## src/lqs_pkg.sv

```systemverilog
// package for the lift quick-start sequencer: register map, fields, timing
package lqs_pkg;

  // register byte offsets
  localparam logic [7:0] CTRL_OFS = 8'h00;
  localparam logic [7:0] DELAY_OFS = 8'h04;
  localparam logic [7:0] TIMEOUT_OFS = 8'h08;
  localparam logic [7:0] WIDTH_OFS = 8'h0C;
  localparam logic [7:0] MAXINT_OFS = 8'h10;
  localparam logic [7:0] STATUS_OFS = 8'h14;

  // control fields
  localparam int CTRL_EN_BIT = 0;
  localparam int CTRL_WIDTH_EN_BIT = 1;
  localparam int CTRL_HYDRAULIC_BIT = 2;

  // timing
  localparam int CLK_HZ = 25_000_000;
  localparam int MS_CYCLES = CLK_HZ / 1000;
  localparam int TIMEOUT_MS = 10_000;
  localparam int DELAY_MS = 500;
  localparam int TICK_W = 16;

  // reset values
  localparam logic [2:0] CTRL_RST = 3'h1;
  localparam logic [15:0] DELAY_RST = 16'(DELAY_MS);
  localparam logic [15:0] TIMEOUT_RST = 16'(TIMEOUT_MS);
  localparam logic [15:0] WIDTH_RST = 16'h0064;
  localparam logic [3:0] MAXINT_RST = 4'h3;

  typedef enum logic [6:0] {
    ST_IDLE = 7'b0000001,
    ST_WAIT = 7'b0000010,
    ST_ACTIVE = 7'b0000100,
    ST_RESTORE = 7'b0001000,
    ST_RELEASE = 7'b0010000,
    ST_GO = 7'b0100000,
    ST_NORMAL = 7'b1000000
  } lqs_state_t;

  // door-side inputs
  typedef struct packed {
    logic closing;
    logic closed_locked;
    logic reopen;
    logic curtain;
    logic [15:0] width;
    logic start_req;
  } lqs_door_t;

  // outputs to the drive and safety circuit
  typedef struct packed {
    logic door_bridge_circuit;
    logic relay_drive_output;
    logic drive_power;
    logic brake_open;
    logic hold_zero_speed;
    logic drive_start;
    logic normal_start;
  } lqs_drive_t;

endpackage

```

## src/lqs_sequencer.sv

```systemverilog
// lift quick-start sequencer with apb register file
//
// Design decisions made here: the APB register port and the address map.
`timescale 1ns/1ps
`default_nettype none
// How it works
// bridge door chain early while doors are still closing, like re-levelling
// traction lift: brake open, drive holds cabin at zero speed until allowed
// hydraulic lift: drive powered early to build oil pressure
// relay held off during quick-start, isolating the door-lock input
// closed and locked: relay back on first, bridge released afterwards
// drive start only after relay restored and bridge released
// too many re-open or curtain interruptions force a normal start
// continuous quick-start limited by a timeout, default ten seconds
// quick-start can be switched off; then no bridging, relay stays on
// configurable delay from start of door closing before engaging
// optionally engage only once door width is below configured width
// relay driven by its own dedicated output
// on timeout: release bridge, drop drive power, do a normal start
module lqs_sequencer #(
  parameter int MS_CYC = lqs_pkg::MS_CYCLES
) (
  // apb
  input wire logic pclk,
  input wire logic presetn,
  input wire logic psel,
  input wire logic penable,
  input wire logic pwrite,
  input wire logic [7:0] paddr,
  input wire logic [31:0] pwdata,
  output logic [31:0] prdata,
  output logic pready,
  output logic pslverr,
  // door machine and start request
  input wire lqs_pkg::lqs_door_t door,
  // drive and safety circuit
  output lqs_pkg::lqs_drive_t drive
);

  logic [2:0] ctrl_r;
  logic [15:0] delay_r;
  logic [15:0] timeout_r;
  logic [15:0] width_r;
  logic [3:0] maxint_r;
  logic [3:0] int_cnt_r;
  logic [31:0] tick_r;
  logic [15:0] ms_r;
  logic timeout_flag_r;
  lqs_pkg::lqs_state_t state_r;
  lqs_pkg::lqs_state_t state_nxt;
  logic interrupt;
  logic wr;
  logic rd;
  logic hit;
  logic traction;
  lqs_pkg::lqs_drive_t drive_nxt;

  assign wr = psel && penable && pwrite;
  assign rd = psel && !penable && !pwrite;
  assign interrupt = door.reopen || door.curtain;
  // brake opening and zero-speed hold only apply to a traction lift
  assign traction = !ctrl_r[lqs_pkg::CTRL_HYDRAULIC_BIT];
  assign hit = (paddr == lqs_pkg::CTRL_OFS) || (paddr == lqs_pkg::DELAY_OFS) ||
    (paddr == lqs_pkg::TIMEOUT_OFS) || (paddr == lqs_pkg::WIDTH_OFS) ||
    (paddr == lqs_pkg::MAXINT_OFS) || (paddr == lqs_pkg::STATUS_OFS);

  // configuration writes
  always_ff @(posedge pclk or negedge presetn)
  begin
    if (!presetn)
    begin
      ctrl_r <= lqs_pkg::CTRL_RST;
      delay_r <= lqs_pkg::DELAY_RST;
      timeout_r <= lqs_pkg::TIMEOUT_RST;
      width_r <= lqs_pkg::WIDTH_RST;
      maxint_r <= lqs_pkg::MAXINT_RST;
    end
    else if (wr)
    begin
      if (paddr == lqs_pkg::CTRL_OFS)
        ctrl_r <= pwdata[2:0];
      else if (paddr == lqs_pkg::DELAY_OFS)
        delay_r <= pwdata[15:0];
      else if (paddr == lqs_pkg::TIMEOUT_OFS)
        timeout_r <= pwdata[15:0];
      else if (paddr == lqs_pkg::WIDTH_OFS)
        width_r <= pwdata[15:0];
      else if (paddr == lqs_pkg::MAXINT_OFS)
        maxint_r <= pwdata[3:0];
    end
  end

  // apb answer: no wait state, pready registered in the setup cycle, read data registered in the setup cycle
  always_ff @(posedge pclk or negedge presetn)
  begin
    if (!presetn)
    begin
      prdata <= 32'h0000_0000;
      pready <= 1'b0;
      pslverr <= 1'b0;
    end
    else
    begin
      pready <= psel && !penable;
      pslverr <= psel && !penable && !hit;
      if (rd)
      begin
        if (paddr == lqs_pkg::CTRL_OFS)
          prdata <= {29'h0, ctrl_r};
        else if (paddr == lqs_pkg::DELAY_OFS)
          prdata <= {16'h0, delay_r};
        else if (paddr == lqs_pkg::TIMEOUT_OFS)
          prdata <= {16'h0, timeout_r};
        else if (paddr == lqs_pkg::WIDTH_OFS)
          prdata <= {16'h0, width_r};
        else if (paddr == lqs_pkg::MAXINT_OFS)
          prdata <= {28'h0, maxint_r};
        else if (paddr == lqs_pkg::STATUS_OFS)
          prdata <= {19'h0, timeout_flag_r, int_cnt_r, 1'b0, state_r};
        else
          prdata <= 32'h0000_0000;
      end
    end
  end

  // millisecond timebase, restarted on every state change
  always_ff @(posedge pclk or negedge presetn)
  begin
    if (!presetn)
    begin
      tick_r <= 32'h0000_0000;
      ms_r <= 16'h0000;
    end
    else if (state_nxt != state_r)
    begin
      tick_r <= 32'h0000_0000;
      ms_r <= 16'h0000;
    end
    else if (tick_r >= 32'(MS_CYC - 1))
    begin
      tick_r <= 32'h0000_0000;
      if (ms_r != 16'hFFFF)
        ms_r <= ms_r + 16'h0001;
    end
    else
      tick_r <= tick_r + 32'h0000_0001;
  end

  // interruption counter per start attempt
  always_ff @(posedge pclk or negedge presetn)
  begin
    if (!presetn)
      int_cnt_r <= 4'h0;
    else if (state_r == lqs_pkg::ST_IDLE && !door.start_req)
      int_cnt_r <= 4'h0;
    else if ((state_r == lqs_pkg::ST_WAIT || state_r == lqs_pkg::ST_ACTIVE) && interrupt
      && int_cnt_r != 4'hF)
      int_cnt_r <= int_cnt_r + 4'h1;
  end

  // sticky timeout status, cleared by a new start request cycle
  always_ff @(posedge pclk or negedge presetn)
  begin
    if (!presetn)
      timeout_flag_r <= 1'b0;
    else if (state_r == lqs_pkg::ST_ACTIVE && ms_r >= timeout_r)
      timeout_flag_r <= 1'b1;
    else if (state_r == lqs_pkg::ST_IDLE && !door.start_req)
      timeout_flag_r <= 1'b0;
  end

  // quick-start sequence
  always_comb
  begin
    state_nxt = state_r;
    case (state_r)
      lqs_pkg::ST_IDLE:
        if (door.start_req && door.closing)
        begin
          if (ctrl_r[lqs_pkg::CTRL_EN_BIT] && int_cnt_r < maxint_r)
            state_nxt = lqs_pkg::ST_WAIT;
          else
            state_nxt = lqs_pkg::ST_NORMAL;
        end
        else if (door.start_req && door.closed_locked)
          state_nxt = lqs_pkg::ST_NORMAL;
      lqs_pkg::ST_WAIT:
        if (interrupt)
          state_nxt = lqs_pkg::ST_IDLE;
        else if (door.closed_locked)
          state_nxt = lqs_pkg::ST_NORMAL;
        else if (ms_r >= delay_r &&
          (!ctrl_r[lqs_pkg::CTRL_WIDTH_EN_BIT] || door.width <= width_r))
          state_nxt = lqs_pkg::ST_ACTIVE;
      lqs_pkg::ST_ACTIVE:
        if (ms_r >= timeout_r)
          state_nxt = lqs_pkg::ST_NORMAL;
        else if (interrupt)
          state_nxt = lqs_pkg::ST_IDLE;
        else if (door.closed_locked)
          state_nxt = lqs_pkg::ST_RESTORE;
      lqs_pkg::ST_RESTORE:
        state_nxt = lqs_pkg::ST_RELEASE;
      lqs_pkg::ST_RELEASE:
        state_nxt = lqs_pkg::ST_GO;
      lqs_pkg::ST_GO:
        if (!door.start_req)
          state_nxt = lqs_pkg::ST_IDLE;
      lqs_pkg::ST_NORMAL:
        if (!door.start_req)
          state_nxt = lqs_pkg::ST_IDLE;
      default:
        state_nxt = lqs_pkg::ST_IDLE;
    endcase
  end

  // state register
  always_ff @(posedge pclk or negedge presetn)
  begin
    if (!presetn)
      state_r <= lqs_pkg::ST_IDLE;
    else
      state_r <= state_nxt;
  end

  // output pattern per next state, registered below
  always_comb
  begin
    case (state_nxt)
      lqs_pkg::ST_ACTIVE:
      begin
        drive_nxt.door_bridge_circuit = 1'b1;
        drive_nxt.relay_drive_output = 1'b0;
        drive_nxt.drive_power = 1'b1;
        drive_nxt.brake_open = traction;
        drive_nxt.hold_zero_speed = traction;
        drive_nxt.drive_start = 1'b0;
        drive_nxt.normal_start = 1'b0;
      end
      lqs_pkg::ST_RESTORE:
      begin
        drive_nxt.door_bridge_circuit = 1'b1;
        drive_nxt.relay_drive_output = 1'b1;
        drive_nxt.drive_power = 1'b1;
        drive_nxt.brake_open = traction;
        drive_nxt.hold_zero_speed = traction;
        drive_nxt.drive_start = 1'b0;
        drive_nxt.normal_start = 1'b0;
      end
      lqs_pkg::ST_RELEASE:
      begin
        drive_nxt.door_bridge_circuit = 1'b0;
        drive_nxt.relay_drive_output = 1'b1;
        drive_nxt.drive_power = 1'b1;
        drive_nxt.brake_open = traction;
        drive_nxt.hold_zero_speed = traction;
        drive_nxt.drive_start = 1'b0;
        drive_nxt.normal_start = 1'b0;
      end
      lqs_pkg::ST_GO:
      begin
        drive_nxt.door_bridge_circuit = 1'b0;
        drive_nxt.relay_drive_output = 1'b1;
        drive_nxt.drive_power = 1'b1;
        drive_nxt.brake_open = traction;
        drive_nxt.hold_zero_speed = 1'b0;
        drive_nxt.drive_start = 1'b1;
        drive_nxt.normal_start = 1'b0;
      end
      lqs_pkg::ST_NORMAL:
      begin
        drive_nxt.door_bridge_circuit = 1'b0;
        drive_nxt.relay_drive_output = 1'b1;
        drive_nxt.drive_power = 1'b0;
        drive_nxt.brake_open = 1'b0;
        drive_nxt.hold_zero_speed = 1'b0;
        drive_nxt.drive_start = 1'b0;
        drive_nxt.normal_start = 1'b1;
      end
      default:
      begin
        // idle and waiting: relay stays energised, nothing bridged
        drive_nxt.door_bridge_circuit = 1'b0;
        drive_nxt.relay_drive_output = 1'b1;
        drive_nxt.drive_power = 1'b0;
        drive_nxt.brake_open = 1'b0;
        drive_nxt.hold_zero_speed = 1'b0;
        drive_nxt.drive_start = 1'b0;
        drive_nxt.normal_start = 1'b0;
      end
    endcase
  end

  always_ff @(posedge pclk or negedge presetn)
  begin
    if (!presetn)
      drive <= '{default: 1'b0, relay_drive_output: 1'b1};
    else
      drive <= drive_nxt;
  end

endmodule
`default_nettype wire

```

## config.mk

```make
export PLATFORM = sky130hd
export DESIGN_NAME = lqs_sequencer
export DESIGN_NICKNAME = d
export VERILOG_FILES = /design/src/lqs_pkg.sv /design/src/lqs_sequencer.sv
export SDC_FILE = /design/constraint.sdc
export NUM_CORES = 1
export LEC_CHECK = 0
export BUFFER_PORTS_ARGS = -buffer_cell sky130_fd_sc_hd__buf_4
export CAP_MARGIN = 20
export CORE_MARGIN = 3
export CORE_UTILIZATION = 45
export DETAILED_ROUTE_END_ITERATION = 10
export PLACE_DENSITY = 0.72
export SLEW_MARGIN = 20
export SYNTH_ARGS = -nofsm -noshare
export SYNTH_HDL_FRONTEND = slang
export SYNTH_SLANG_ARGS = --single-unit
```

## constraint.sdc

```tcl
create_clock -name pclk -period 3.1 [get_ports pclk]
set_clock_uncertainty 0.1 [all_clocks]
set_input_delay 0.31 -clock pclk [delete_from_list [all_inputs] [get_ports pclk]]
set_output_delay 0.31 -clock pclk [all_outputs]
set_load 0.1 [all_outputs]
```

Word-level counts from Yosys, hierarchy flattened
Index checks and enable logic that the tools add are counted.
{"block": "op_classes", "addsub": 3, "bitwise_logic": 4, "n_eq_ne": 20, "reduce_logical": 39, "n_mux": 27, "n_lt_le_gt_ge": 5}
{"cell": "$mux 16", "n": 7}
{"cell": "$mux 7", "n": 10}
{"cell": "$mux 32", "n": 2}
{"cell": "$pmux 7 s6", "n": 1}
{"cell": "$pmux 7 s5", "n": 1}
{"cell": "$add 32x1->32 const B", "n": 1}
{"cell": "$ge 16x16->1", "n": 2}
{"cell": "$ge 32x15->1 const B", "n": 1}
{"cell": "$mux 13", "n": 2}
{"cell": "$add 16x1->16 const B", "n": 1}
{"cell": "$eq 8x4->1 const B", "n": 2}
{"cell": "$eq 8x5->1 const B", "n": 2}
{"cell": "$le 16x16->1", "n": 1}
{"cell": "$ne 16x16->1 const B", "n": 1}
{"cell": "$eq 7x3->1 const B", "n": 2}
{"cell": "$eq 7x4->1 const B", "n": 2}
{"cell": "$eq 7x5->1 const B", "n": 2}
{"cell": "$eq 7x6->1 const B", "n": 2}
{"cell": "$eq 7x7->1 const B", "n": 2}
{"cell": "$logic_and 1x1->1", "n": 13}
{"cell": "$eq 8x3->1 const B", "n": 1}
{"cell": "$logic_not 8->1", "n": 1}
{"cell": "$logic_or 1x1->1", "n": 8}
{"cell": "$mux 4", "n": 2}
{"cell": "16 further kinds", "n": 29}
{"block": "totals", "regBits": 156, "input_bits": 66, "output_inout_bits": 41, "wordCells": 118}

Depth between registers and ports, before layout
{"block": "depth", "ltp_word": 10, "mapped_depth": 10, "mapped_depth_nobuf": 9}

Least setup slack after synthesis
No wires, ideal clock.
{"block": "synth_path", "kind": "flip-flop to flip-flop", "startpoint": "register width_r[5]", "endpoint": "register tick_r[10]", "period_less_slack_ns": 2.961, "required_time_ns": 2.855, "setup_time_ns": 0.145, "path_buffers": 1, "t_arrival_ns": 2.716, "path_stages_with_launch": 10, "setup_slack_ns": 0.139, "path_cell_list": "dfstp_2 > inv_1 > ha_1 > nand2_1 > or4_1 > or3_1 > a31o_2 > a31oi_1 > clkbuf_1 > nor3_2"}
{"block": "synth_between", "elab_chain_len": 9}
{"item": "from (decl)", "line": "lqs_sequencer.sv:43", "text": "logic [15:0] width_r;"}
{"item": "from (signal assigned)", "line": "lqs_sequencer.sv:75", "text": "width_r <= lqs_pkg::WIDTH_RST;"}
{"item": "from (signal assigned)", "line": "lqs_sequencer.sv:87", "text": "width_r <= pwdata[15:0];"}
{"item": "$le 16x16->1", "line": "lqs_sequencer.sv:193", "text": "(!ctrl_r[lqs_pkg::CTRL_WIDTH_EN_BIT] || door.width <= width_r))"}
{"item": "$logic_or 1x1->1", "line": "lqs_sequencer.sv:193"}
{"item": "$logic_and 1x1->1", "line": "lqs_sequencer.sv:192", "text": "else if (ms_r >= delay_r &&"}
{"item": "$mux 7", "line": "lqs_sequencer.sv:192"}
{"item": "$mux 7", "line": "lqs_sequencer.sv:190", "text": "else if (door.closed_locked)"}
{"item": "$mux 7", "line": "lqs_sequencer.sv:188", "text": "if (interrupt)"}
{"item": "$pmux 7 s6", "line": "lqs_sequencer.sv:176", "text": "case (state_r)"}
{"item": "$ne 7x7->1", "line": "lqs_sequencer.sv:134", "text": "else if (state_nxt != state_r)"}
{"item": "$mux 32", "line": "lqs_sequencer.sv:134"}
{"item": "to (signal assigned)", "line": "lqs_sequencer.sv:146", "text": "tick_r <= tick_r + 32'h0000_0001;"}
{"item": "to (decl)", "line": "lqs_sequencer.sv:46", "text": "logic [31:0] tick_r;"}
No other way between the ends.
A chain may end at the register's enable or synchronous reset.

==> results.py <==
metrics = {
    "yosys": {
        "syn_area_per_cell_um2": 9.73,
        "ys_seq_elements": 140,
        "synth_ff_type": "dfrtp_1",
        "synth-seq-area-share_pct": 44.7,
        "synth_adder_area_share_pct": 8.56,
        "synth-compound-area-share_pct": 13.1,
        "synth_top_family_by_area": "simple AND/OR/NAND/NOR gates",
        "synth.distinct_cells": 66,
        "synth-xor-area-share_pct": 4.01,
        "synth_area_um2": 7890,
        "synthArstFlopShare_pct": 100,
        "yosysWarnings": 0,
        "synthMuxAreaShare_pct": 4.53,
        "synth_cells": 811,
        "synth_enable_flop_cells": 0,
        "synthSimpleGateAreaFrac_pct": 18.1,
    },
    "sta": {
        "rsz0062_at_grt": "no",
        "finalHoldViolCount": 0,
        "tns_ns": 0,
        "setup_viol": 0,
        "worst_slew_pin_slew_ns": 0.772,
        "report.final.slew_viol_count": 0,
        "clock.fmax_mhz": 337,
        "fin_crit_ns": 2.97,
        "relSlewSlack_pct": 48.1,
        "finalCritPeriodShare_pct": 95.8,
    },
    "critical_path": {
        "crit_fanout": 3,
        "crit_chain": "inv_1, ha_1, nand2_1, or4_1, or3_1, a311oi_1, a221oi_1, a21oi_1",
        "slowest_delay_ns": 0.57,
        "worstSetupEndpointType": "flip-flop",
        "worstPathRequired_ns": 3.35,
        "start_kind": "flip-flop",
        "arrival_ns": 3.23,
        "critPathSlowestCell": "or4_1",
        "crit_type": "reg -> reg",
    },
    "grt": {
        "grt_max_degree": 64,
        "grt_pass1_vias": 6325,
        "grt-ovfl-total": 0,
        "grt_pass1_wl_mm": 31.5,
        "globalRouteTotalUtil_pct": 20.2,
        "antenna_found_initial": 0,
    },
    "floorplan": {
        "die_x_um": 138,
        "ioPinCount": 107,
        "fp.dieH_um": 138,
        "rows": 47,
        "initial_utilization_pct": 46.8,
        "core-area_um2": 16900,
        "die_area_um2": 19200,
    },
    "routing": {
        "drt_iter0_drc": 458,
        "vias_per_cell": 5.46,
        "routed_wirelength_mm": 19.0,
        "wl_per_cell_um": 16.5,
        "first_pass_iters": 5,
        "antenna_left": 0,
        "detail_route.drc_violations": 0,
        "vias": 6272,
    },
    "placement": {
        "place_area_um2": 8800,
        "dp_hpwl_mm": 14.0,
        "place.gp.congestion": 0.883,
        "port_buffers": 74,
    },
    "clocking": {
        "cts_tree": "yes",
        "clk_latency_ns": 0.43,
        "post_cts_buffers": 0,
        "htreeDepth": 4,
        "cts_made_buffers": 17,
        "root_buffer": "clkbuf_16",
        "ctsLongestPathBuffers": 2,
        "path_clk_slew_ns": 0.07,
        "cts.sinks": 140,
    },
    "final_layout": {
        "antenna_cells": 0,
        "final_util_pct": 55.9,
        "area_growth_pct": 19.7,
        "layout_common_cells": "dfrtp_1, nand2_1, buf_4",
        "final_common_cell": "dfrtp_1",
        "layout-drive-gt1-share_pct": 22.1,
        "fill_cells": 1460,
        "final_nets": 1036,
        "final_area_um2": 9440,
    },
    "worst_hold_path": {
        "min_path_type": "in -> reg",
    },
    "power_and_ir_drop": {
        "power_density_nw_per_um2": 525,
        "irDropWorstVdd_v": 0.000357,
        "power.leakage_nw": 4.38,
    },
    "run": {
        "cap_violations": 0,
    },
    "status": {
        "status": "finished, final reports clean",
    },
}
layer usage:
metal  vias to the layer above  wire length (um)  track usage (%)
met5                         -                 0                0
met4                         0               634             8.74
met3                        37              1190             5.08
met2                       185              8830             31.8
met1                      3011              8350             26.5
li1                       3039                 -                -
cells in the mapped netlist (all sizes together) (6+ instances only):
library cell / number / share of area [%]
nor3b: 6 / 0.57
xnor2: 27 / 3.2
nor3: 43 / 3.4
nor4: 25 / 2.9
dfstp: 19 / 6.3
buf: 23 / 2.3
ha: 54 / 8.6
a21oi: 27 / 1.7
mux2: 22 / 3.1
mux2i: 11 / 1.4
dfrtp: 121 / 38
xor2: 7 / 0.78
o22ai: 20 / 1.6
nand2: 96 / 4.6
nand4: 14 / 1.1
nor2: 41 / 2.0
clkbuf: 25 / 1.2
nand3: 12 / 0.76
inv: 73 / 3.5
o21ai: 66 / 4.2
area by class of cell:
class                      count  area [um2]  area share [%]
sequential                   140        3530            37.4
clock buffer                  17         425            4.51
clock inverter                15         154            1.63
multi-input combinational    582        3970            42.0
inverter                      73         274            2.90
tap                          220         275            2.92
timing repair buffer         102         822            8.71
registers in the layout, summed over array words and instances, names as in the netlist, 3 cells and up:
signal	count
timeout_r	16
maxint_r	4
ctrl_r	3
ms_r	16
tick_r	32
drive	7
int_cnt_r	4
delay_r	16
state_r	7
prdata	16
width_r	16
metrics by stage:
stage	worst slack [ns]	cells	hold WS (ns)	total power, W
final	0.129	1149	0.0157	0.00496
after floorplan	0.139	843	-0.0856	0.00271
after CTS	0.154	1149	0.000807	0.00500
after global routing	0.00673	1149	0.0250	0.00516
after global placement	0.199	1111	0.252	0.00296
after detailed placement	0.180	1111	0.249	0.00298
worst paths after layout:
path	startpoint	end	slack [ns]	depth (start not counted)
setup / recovery	width_r[5]	drive[3]	0.13	8
hold reg to reg	tick_r[0]	tick_r[0]	0.36	1
hold / removal	pwdata[15]	width_r[15]	0.02	3
max in group asynchronous	presetn	state_r[0]	1.72	3
setup reg to reg	width_r[5]	drive[3]	0.13	8
min in group asynchronous	presetn	delay_r[11]	0.34	2
cell families after synthesis:
logic type | Yosys count
AOI/OAI and AO/OA | 160
xor gates and xnor gates | 34
adders and majority gates | 54
buffers and inverters | 121
DFF | 140
muxes | 33
other | 1
and+or+nand+nor | 268
critical path: cells and delay by family, from the launching register on:
| kind | cells | cell delay [ns] |
|---|---|---|
| compound gates | 3 | 0.92 |
| buf+inv | 1 | 0.05 |
| fa+ha+maj | 1 | 0.28 |
| flops | 1 | 0.54 |
| simple gates | 3 | 1.02 |
repair_timing:
action,in CTS,in global routing
endpoints found under the setup margin,0,2
hold buffers,6,0
resized for setup,0,1
hold endpoints to repair,56,0
report_power, final:
part	leakage, nW	internal (W)	switching, W
clock network	0.276	0.00113	0.000869
registers	1.72	0.00190	0.0000615
logic	2.38	0.000337	0.000664
No activity file was read; power rests on OpenSTA's default activity.
